==> config.mk <==
export PLATFORM = sky130hd
export DESIGN_NAME = gsf_pins
export DESIGN_NICKNAME = d
export VERILOG_FILES = /design/src/hw/gsf_pkg.sv /design/src/hw/gsf_pin_decode.sv /design/src/hw/gsf_pins.sv
export SDC_FILE = /design/constraint.sdc
export NUM_CORES = 1
export LEC_CHECK = 0
export ABC_CLOCK_PERIOD_IN_PS = 3100
export BUFFER_PORTS_ARGS = -buffer_cell sky130_fd_sc_hd__buf_4
export CORE_UTILIZATION = 54
export DETAILED_ROUTE_END_ITERATION = 6
export GPL_TIMING_DRIVEN = 1
export MAX_ROUTING_LAYER = met4
export PLACE_DENSITY = 0.88
export SLEW_MARGIN = 40
export SYNTH_ARGS = -nofsm -noshare
export SYNTH_HDL_FRONTEND = slang
export SYNTH_SLANG_ARGS = --single-unit
==> constraint.sdc <==
create_clock -name clk_in -period 3.1 [get_ports clk_in]
set_input_delay 0.31 -clock clk_in [delete_from_list [all_inputs] [get_ports clk_in]]
set_output_delay 0.31 -clock clk_in [all_outputs]
set_load 0.05 [all_outputs]
==> src/hw/gsf_pkg.sv <==
// Register map, field positions and reset values of the pin/fault block
package gsf_pkg;
  localparam logic [7:0] GSF_OFS_PIN_CFG   = 8'h33;
  localparam logic [7:0] GSF_OFS_STATE     = 8'h40;
  localparam logic [7:0] GSF_OFS_FAULT     = 8'h41;
  localparam logic [7:0] GSF_OFS_PIN3_CTRL = 8'h42;
  // Field positions in the configuration register
  localparam int GSF_CFG_P1_LSB = 6;
  localparam int GSF_CFG_P2_LSB = 4;
  localparam int GSF_CFG_P3_LSB = 2;
  localparam int GSF_CFG_DRIVE2 = 1;
  // Third pin control bits
  localparam int GSF_CTL_ALERT  = 7;
  localparam int GSF_CTL_PULL3  = 6;
  // Fault / state bits
  localparam int GSF_BIT_P1     = 6;
  localparam int GSF_BIT_P2     = 5;
  localparam int GSF_BIT_P3     = 4;
  localparam int GSF_BIT_BUSY   = 3;
  localparam int GSF_BIT_WAKE   = 3;
  localparam int GSF_BIT_ENERGY = 2;
  localparam int GSF_BIT_CHARGE = 1;
  localparam int GSF_BIT_TIME   = 0;
  // Reset values
  localparam logic [7:0] GSF_RST_PIN_CFG   = 8'h00;
  localparam logic [7:0] GSF_RST_FAULT     = 8'h80;
  localparam logic [7:0] GSF_RST_PIN3_CTRL = 8'h00;
  // Pin mode codes
  typedef enum logic [1:0] {
    GSF_MODE_SPECIAL = 2'b00,
    GSF_MODE_OUT     = 2'b01,
    GSF_MODE_IN_LOW  = 2'b10,
    GSF_MODE_IN_HIGH = 2'b11
  } gsf_mode_t;
endpackage

==> src/hw/gsf_pin_decode.sv <==
// One pin: mode decode into input-mode flag and active-level detect
`timescale 1ns/100ps
module gsf_pin_decode
  import gsf_pkg::*;
(
  // Mode and sampled level
  input  wire logic [1:0] mode_in,
  input  wire logic       level_in,
  // Decoded results
  output logic            is_input_out,
  output logic            active_out
);
  gsf_mode_t mode;
  assign mode         = gsf_mode_t'(mode_in);
  assign is_input_out = (mode == GSF_MODE_IN_LOW) ||
                        (mode == GSF_MODE_IN_HIGH);
  // Active level: high when active-high, low when active-low
  assign active_out   = is_input_out &&
                        (level_in == (mode == GSF_MODE_IN_HIGH));
endmodule

==> src/hw/gsf_pins.sv <==
// Pin configuration, state, latched faults and alert output of three pins
`timescale 1ns/100ps
// How it works
// RQ1: First pin: inputs, Hi-Z, or pull low
// RQ2: Second pin: inputs, driven output, accumulate gating
// RQ3: Second pin output pulls low when bit set
// RQ4: Third pin: inputs, control register output, alert
// RQ5: First pin state reads active-level match
// RQ6: Second pin state: raw gating or active
// RQ7: Third pin state reads active-level match
// RQ8: Busy bit reflects snapshot conversion
// RQ9: Live overflow bits for three accumulators
// RQ10: Input pins latch fault when seen active
// RQ11: Wake fault set on stuck-bus wake exit
// RQ12: Overflow fault bits for three accumulators
// RQ13: Alert bit set by alert, cleared by 0
// RQ14: Alert mode pulls third pin low while alert bit set
// RQ15: Third pin output follows pull-down bit
// RQ16: Overflow alert only when enabled
// RQ17: Faults hold until host writes zero
module gsf_pins
  import gsf_pkg::*;
(
  // Clock and reset
  input  wire logic       clk_in,
  input  wire logic       reset_in,
  input  wire logic       clk_en_in,
  // Register access from the serial slave engine
  input  wire logic [7:0] reg_addr_in,
  input  wire logic       reg_wr_in,
  input  wire logic [7:0] reg_wdata_in,
  output logic      [7:0] reg_rdata_out,
  output logic            reg_hit_out,
  // Pin levels
  input  wire logic       first_pin_in,
  input  wire logic       second_pin_in,
  input  wire logic       third_pin_in,
  // Pin drives (enable low means pulling the pin low)
  output logic            first_pin_out,
  output logic            first_pin_oe_n_out,
  output logic            second_pin_out,
  output logic            second_pin_oe_n_out,
  output logic            third_pin_out,
  output logic            third_pin_oe_n_out,
  // Accumulate gating to the accumulators
  output logic            accumulate_gating_out,
  // Core status and events
  input  wire logic       adc_busy_in,
  input  wire logic       energy_ovf_in,
  input  wire logic       charge_ovf_in,
  input  wire logic       time_ovf_in,
  input  wire logic       wake_exit_in,
  input  wire logic       stuck_bus_wake_enable_in,
  input  wire logic [2:0] secondary_alert_enable_in,
  input  wire logic       other_alert_in
);
  logic [7:0] cfg_q;
  logic [7:0] fault_q;
  logic [7:0] fault_d;
  logic [1:0] ctl_q;
  logic [1:0] ctl_d;
  logic [7:0] rdata_d;
  logic [7:0] rdata_q;
  logic [7:0] state_w;
  logic [7:0] fault_set;
  logic [2:0] act;
  logic [2:0] ovf_rise;
  logic [2:0] ovf_prev_q;
  logic       ovf_alert;
  logic       alert_event;
  logic       wr_cfg;
  logic       wr_fault;
  logic       wr_ctl;
  logic       acc_mode2;
  logic       out_mode2;
  logic       out_mode3;
  logic       alert_mode3;

  // Per-pin decode shares one module
  gsf_pin_decode u_dec1 (
    .mode_in      (cfg_q[GSF_CFG_P1_LSB +: 2]),
    .level_in     (first_pin_in),
    .is_input_out (),
    .active_out   (act[2])
  );
  gsf_pin_decode u_dec2 (
    .mode_in      (cfg_q[GSF_CFG_P2_LSB +: 2]),
    .level_in     (second_pin_in),
    .is_input_out (),
    .active_out   (act[1])
  );
  gsf_pin_decode u_dec3 (
    .mode_in      (cfg_q[GSF_CFG_P3_LSB +: 2]),
    .level_in     (third_pin_in),
    .is_input_out (),
    .active_out   (act[0])
  );

  // Address decode
  assign wr_cfg   = reg_wr_in && (reg_addr_in == GSF_OFS_PIN_CFG);
  assign wr_fault = reg_wr_in && (reg_addr_in == GSF_OFS_FAULT);
  assign wr_ctl   = reg_wr_in && (reg_addr_in == GSF_OFS_PIN3_CTRL);
  assign reg_hit_out = (reg_addr_in == GSF_OFS_PIN_CFG) ||
                       (reg_addr_in == GSF_OFS_STATE) ||
                       (reg_addr_in == GSF_OFS_FAULT) ||
                       (reg_addr_in == GSF_OFS_PIN3_CTRL);

  // Mode decode of second and third pins
  assign acc_mode2   = cfg_q[GSF_CFG_P2_LSB +: 2] == GSF_MODE_SPECIAL; // RQ2
  assign out_mode2   = cfg_q[GSF_CFG_P2_LSB +: 2] == GSF_MODE_OUT;     // RQ2
  assign out_mode3   = cfg_q[GSF_CFG_P3_LSB +: 2] == GSF_MODE_OUT;     // RQ4
  assign alert_mode3 = cfg_q[GSF_CFG_P3_LSB +: 2] == GSF_MODE_SPECIAL; // RQ4

  // Pin drives: output value fixed low, only the enable moves
  assign first_pin_out  = 1'b0;
  assign second_pin_out = 1'b0;
  assign third_pin_out  = 1'b0;
  assign first_pin_oe_n_out =
    !(cfg_q[GSF_CFG_P1_LSB +: 2] == GSF_MODE_SPECIAL); // RQ1
  assign second_pin_oe_n_out =
    !(out_mode2 && cfg_q[GSF_CFG_DRIVE2]); // RQ3
  assign third_pin_oe_n_out =
    !((out_mode3 && ctl_q[0]) ||                        // RQ15
      (alert_mode3 && ctl_q[1]));                       // RQ14
  assign accumulate_gating_out = acc_mode2 && second_pin_in; // RQ2

  // Live state register
  assign state_w[7]              = 1'b0;
  assign state_w[GSF_BIT_P1]     = act[2];                   // RQ5
  assign state_w[GSF_BIT_P2]     = acc_mode2 ? second_pin_in
                                             : act[1];       // RQ6
  assign state_w[GSF_BIT_P3]     = act[0];                   // RQ7
  assign state_w[GSF_BIT_BUSY]   = adc_busy_in;              // RQ8
  assign state_w[GSF_BIT_ENERGY] = energy_ovf_in;            // RQ9
  assign state_w[GSF_BIT_CHARGE] = charge_ovf_in;            // RQ9
  assign state_w[GSF_BIT_TIME]   = time_ovf_in;              // RQ9

  // Overflow events are rising edges of the live overflow levels
  assign ovf_rise = {energy_ovf_in, charge_ovf_in, time_ovf_in} &
                    ~ovf_prev_q;

  // Fault sources; set wins over a host write in the same cycle
  assign fault_set[7]              = 1'b0;
  assign fault_set[GSF_BIT_P1]     = act[2];                    // RQ10
  assign fault_set[GSF_BIT_P2]     = act[1];                    // RQ10
  assign fault_set[GSF_BIT_P3]     = act[0];                    // RQ10
  assign fault_set[GSF_BIT_WAKE]   = wake_exit_in &&
                                     stuck_bus_wake_enable_in;  // RQ11
  assign fault_set[GSF_BIT_ENERGY] = ovf_rise[2];               // RQ12
  assign fault_set[GSF_BIT_CHARGE] = ovf_rise[1];               // RQ12
  assign fault_set[GSF_BIT_TIME]   = ovf_rise[0];               // RQ12

  // Host writes replace the latch; bits then hold until written 0
  assign fault_d = (wr_fault ? reg_wdata_in : fault_q) | fault_set; // RQ17

  // Overflow alert per accumulator, gated by its enable
  assign ovf_alert   = |(ovf_rise & secondary_alert_enable_in); // RQ16
  assign alert_event = ovf_alert || other_alert_in;

  // Alert bit: hardware set or host write 1 sets; write 0 clears
  assign ctl_d[1] = alert_event ||
                    (wr_ctl ? reg_wdata_in[GSF_CTL_ALERT]
                            : ctl_q[1]); // RQ13
  assign ctl_d[0] = wr_ctl ? reg_wdata_in[GSF_CTL_PULL3] : ctl_q[0];

  // Read mux, registered so data leaves a flip-flop
  assign rdata_d =
    (reg_addr_in == GSF_OFS_PIN_CFG)   ? {cfg_q[7:1], 1'b0} :
    (reg_addr_in == GSF_OFS_STATE)     ? state_w :
    (reg_addr_in == GSF_OFS_FAULT)     ? fault_q :
    (reg_addr_in == GSF_OFS_PIN3_CTRL) ? {ctl_q, 6'h00} : 8'h00;

  always_ff @(posedge clk_in) begin
    if (reset_in) begin
      cfg_q      <= GSF_RST_PIN_CFG;
      fault_q    <= GSF_RST_FAULT;
      ctl_q      <= GSF_RST_PIN3_CTRL[7:6];
      ovf_prev_q <= 3'h0;
      rdata_q    <= 8'h00;
    end else if (clk_en_in) begin
      if (wr_cfg) begin
        cfg_q <= {reg_wdata_in[7:1], 1'b0};
      end
      fault_q    <= fault_d;
      ctl_q      <= ctl_d;
      ovf_prev_q <= {energy_ovf_in, charge_ovf_in, time_ovf_in};
      rdata_q    <= rdata_d;
    end
  end

  assign reg_rdata_out = rdata_q;
endmodule

# ---- Word level (Yosys, flattened, before mapping)
# Cells that the tools add are included.
dict set report op_classes {
  reduce_logical 29
  eq_ne 15
  bitwise_logic 4
  n_mux 7
}
# operator count
set op_table {}
lappend op_table {{2-to-1 mux 8 bit} 5}
lappend op_table {{== test 8 x 7 -> 1 bit, second input constant} 3}
lappend op_table {{== test 2 bit, second input constant} 6}
lappend op_table {{logical AND 1 bit} 11}
lappend op_table {{logical OR 1 bit} 9}
lappend op_table {{== test 8 x 6 -> 1 bit, second input constant} 1}
lappend op_table {{bitwise OR 8 x 7 -> 8 bit} 1}
lappend op_table {{AND 3 bit} 2}
lappend op_table {{zero test 2 bit} 3}
lappend op_table {{== test 2 x 1 -> 1 bit, second input constant} 2}
lappend op_table {{AND reduction 2 bit} 2}
lappend op_table {{== test 1 bit} 3}
lappend op_table {{zero test 1 bit} 3}
lappend op_table {{NOT 3 bit} 1}
lappend op_table {{OR reduction 3 bit} 1}
lappend op_table {{2-to-1 mux 1 bit} 2}
dict set report totals {
  reg_bits 28
  elab_cells 61
}

# ---- Longest topological paths before layout
dict set report logic_depth {
  word_depth 6
  depth_mapped 5
  depth_no_buf 4
}

# ---- By module
# Synthesis repeated with hierarchy kept, for this count alone.
dict set report hier_totals {
  hier_cells 161
  hier_area_um2 1473.9
}
# mod instances cells_per_inst area_per_inst_um2 seq_area_each_um2
set by_module_without_submodules {}
lappend by_module_without_submodules {gsf_pins 1 152 1417.6 560.5}
lappend by_module_without_submodules {gsf_pin_decode 3 3 18.8 0.0}

# ---- Worst setup path after synthesis
# Ideal clock, no wire load.
dict set report synth_path {
  path_kind {input port to output port}
  start {input port reg_addr_in[1]}
  end {output port reg_hit_out}
  n_path_buf 0
  arrival_time_ns 1.658
  stages 3
  path_slack_ns 1.132
  cell_sequence {nand2_1 > or3_2 > a21oi_1}
}
dict set report synth_via {
  elab_chain_len 4
  elab_cells_between_ends 7
}
# item line
set synth_lines {}
lappend synth_lines {{from (decl)} gsf_pins.sv:29} ;# input wire logic [7:0] reg_addr_in,
lappend synth_lines {{== test 8 x 6 -> 1 bit or == test 8 x 7 -> 1 bit (tied branches)} {gsf_pins.sv:103, gsf_pins.sv:104}}
lappend synth_lines {{logical OR 1 bit} gsf_pins.sv:103} ;# assign reg_hit_out = (reg_addr_in == GSF_OFS_PIN_CFG) ||
lappend synth_lines {{logical OR 1 bit} gsf_pins.sv:104} ;# (reg_addr_in == GSF_OFS_STATE) ||
lappend synth_lines {{logical OR 1 bit (*)} gsf_pins.sv:105} ;# (reg_addr_in == GSF_OFS_FAULT) ||
lappend synth_lines {{to (decl)} gsf_pins.sv:33} ;# output logic reg_hit_out,
# Every way passes the cells marked *; elsewhere a longest branch is shown, timed or not.

# ---- Worst setup path after layout
dict set report layout_path {
  start {input port reg_addr_in[0]}
  end {output port reg_hit_out}
}
# The elaborated chain is that of the path after synthesis.

==> flow_metrics.env <==
export IMPL_status="completed"
export IMPL_clk_pin_slew_worst_paths_ns=0.15
export IMPL_ys_types=46
export IMPL_yosys_top_cells_area="dfxtp_1 36%, mux2i_1 12%, nor2_1 4.9%"
export IMPL_cts_tree="built"
export IMPL_crit_slowest_cell="or3_2"
export IMPL_seqPwrFrac_pct=49.9
export IMPL_p_int_mw=0.564
export IMPL_period_minus_slack_ns=1.81
export IMPL_pre_cts_ws_ns=1.24
export IMPL_arrival_ns=1.50
export IMPL_finalClockSkew_ns=0.00686
export IMPL_numCtsBuffers=3
export IMPL_grt_max_degree=30
export IMPL_power_total_mw=0.760
export IMPL_n_fill_cell=190
export IMPL_port_buffers=45
export IMPL_grt_use_total_pct=25.3
export IMPL_routed_via_count=1417
export IMPL_dieArea_sq_um=3070
export IMPL_worst_ep_required_time_ns=2.79
export IMPL_timing_final_crit_share_pct=58.4
export IMPL_ir_worst_vdd_mv=0.618
export IMPL_cts_root_buf="clkbuf_4"
export IMPL_layout_nets=242
export IMPL_synth_top_cell_by_area="dfxtp_1"
export IMPL_hold_end="cfg_q[1]$_SDFFE_PP0P_"
export IMPL_grt_overflow=0
export IMPL_hold_viol=0
export IMPL_clkPwrFrac_pct=31.2
export IMPL_final_cell_mix="45 x buf_4, 28 x dfxtp_1, 20 x nor2_1, 19 x mux2i_1, 11 x nand2_1"
export IMPL_path_cells="buf_4, nand2_1, or3_2, a21oi_1, buf_4"
export IMPL_ys_ff_latch=28
export IMPL_hpwlAfterDp_mm=2.63
export IMPL_setup_viol=0
export IMPL_hold_start="reg_wdata_in[1]"
export IMPL_grt_pass1_wl_mm=6.00
export IMPL_first_global_vias=1329
export IMPL_post_synth_cell_area_avg_sq_um=9.06
export IMPL_hold_path_depth=3
export IMPL_insertion_delay_ns=0.33
export IMPL_cts_path_max_buffers=2
export IMPL_crit_type="in -> out"
export IMPL_utilization_pct=69.7
export IMPL_path_max_fanout=15
export IMPL_die_w_um=55.4
export IMPL_rsz0062_at_grt="no"
export IMPL_cts_sinks=28
export IMPL_cts_setup_buffers=0
export IMPL_reg2regPathDepth=4
export IMPL_combPwrFrac_pct=19.0
export IMPL_vias_per_cell=5.93
export IMPL_fp_dieH_um=55.4
export IMPL_synth_area_sq_um=1540
export IMPL_p_switching_mw=0.196
export IMPL_ys_warn_count=0
export IMPL_ant_nets=0
export IMPL_maxCapViolCount=0
export IMPL_gp_congestion=0.960
export IMPL_antenna_cells=0
export IMPL_drcViolationCount=0
export IMPL_drtIter0Drc=55
export IMPL_drive_gt1_share_pct=30.8
export IMPL_wl_per_cell_um=14.9
export IMPL_post_cts_resized=0
export IMPL_slew_violations=0
export IMPL_cp_end_kind="primary output"
export IMPL_synth_top_area_share_pct=36.4
export IMPL_yosysSeqAreaShare_pct=36.4
export IMPL_area_growth_pct=23.8
export IMPL_tns_ns=0
export IMPL_htreeDepth=1
export IMPL_fin_ws_ns=1.29
export IMPL_final_common_cell="buf_4"
export IMPL_reg2reg_from="cfg_q[6]$_SDFFE_PP0P_"
export IMPL_pin_count=49
export IMPL_wl_mm=3.57
export IMPL_dr_pass1_iters=4
export IMPL_worstMarginPinSlew_ns=0.572
export IMPL_timing_fmax_mhz=552
export IMPL_synth_cells=170
export IMPL_core_sq_um=2730
export IMPL_leakage_nw=0.847
export IMPL_power_density_nw_per_um2=399
export IMPL_max_stage_delay_ns=0.50
export IMPL_start_kind="input pin"
export IMPL_initial_core_util_pct=56.3
export IMPL_r2r_slack_ns=1.83
export IMPL_r2r_end="reg_rdata_out[6]$_SDFFE_PP0P_"
export IMPL_critPathMostFrequentCell="buf_4"
export IMPL_hp_class="in -> reg"
export IMPL_antenna_found_initial=0
export IMPL_ctsHoldBuffers=0
export IMPL_rows=19
export IMPL_switching_share_pct=25.8
export IMPL_slew_headroom_pct=61.7
cell type report:
cell class                 instances  area [sq um]  share of cell area, %
multi-input combinational        129           910                   47.7
timing repair buffer              45           338                   17.7
clock inverter                     1          30.0                   1.57
inverter                           2          7.51                  0.394
tap                               31          38.8                   2.03
sequential                        28           561                   29.4
clock buffer                       3          22.5                   1.18
kinds of logic after synthesis:
group	Yosys count	share of synthesized area [%]
buffers and inverters	15	5.04
other	1	0.243
flip-flops	28	36.4
AO/OA/AOI/OAI	27	12.8
multiplexers	23	15.3
AND/OR/NAND/NOR	72	28.0
XOR/XNOR	4	2.27
cells in the mapped netlist (all sizes together):
cell type   n
dfxtp      28
nor2       20
mux2i      19
nand2      11
a21oi      10
nand3b      8
buf         7
nand3       7
clkbuf      6
a311oi      5
mux2        4
xnor2       4
nand2b      3
nand4b      3
nor3        3
a211oi      2
a22oi       2
a31oi       2
inv         2
nor2b       2
nor3b       2
nor4        2
o21ai       2
or2         2
or3         2
or4         2
a211o       1
a22o        1
and2        1
conb        1
nand4       1
nor4bb      1
o22ai       1
o2bb2a      1
or2b        1
or3b        1
power by group through the flow:
stage	Combinational, mW	Sequential, mW	Clock [mW]
final	0.144	0.379	0.237
after global routing	0.155	0.381	0.258
after CTS	0.144	0.379	0.240
after detailed placement	0.142	0.387	0
after global placement	0.139	0.386	0
after floorplan	0.0730	0.400	0
worst max path at each step:
stage                         startpoint               endpoint  cells after the start
after global placement    reg_addr_in[0]            reg_hit_out                      5
after CTS                 reg_addr_in[0]            reg_hit_out                      5
after detailed placement  reg_addr_in[0]  cfg_q[3]$_SDFFE_PP0P_                      5
final                     reg_addr_in[0]            reg_hit_out                      5
after global routing      reg_addr_in[0]            reg_hit_out                      5
after floorplan           reg_addr_in[1]            reg_hit_out                      3
metal layers:
| layer | up-vias | global-route usage [%] | routed length, um | share of wire (%) |
|---|---|---|---|---|
| met5 | - | - | 0 | 0 |
| met3 | 9 | 5.85 | 318 | 8.9 |
| met1 | 643 | 31.1 | 1450 | 40 |
| met2 | 80 | 40.8 | 1760 | 49 |
| met4 | 0 | 8.57 | 50 | 1.4 |
| li1 | 685 | - | - | - |
worst max-delay path, delay by kind of cell:
family	cells	cell delay, ns
simple gates	2	0.65
buf+inv	2	0.40
compound gates	1	0.14
registers in the layout, summed over array words and instances (netlist names):
register,cells
cfg_q,7
ctl_q,2
fault_q,8
ovf_prev_q,3
reg_rdata_out,8
through the flow:
stage	area (sq um)	cells	hold WS, ns
global route	1910	239	0.205
finish	1910	239	0.213
global placement	1850	235	0.456
detailed placement	1850	235	0.459
floorplan	1550	172	0.435
CTS	1910	239	0.207
(Power assumes the default switching activity.)
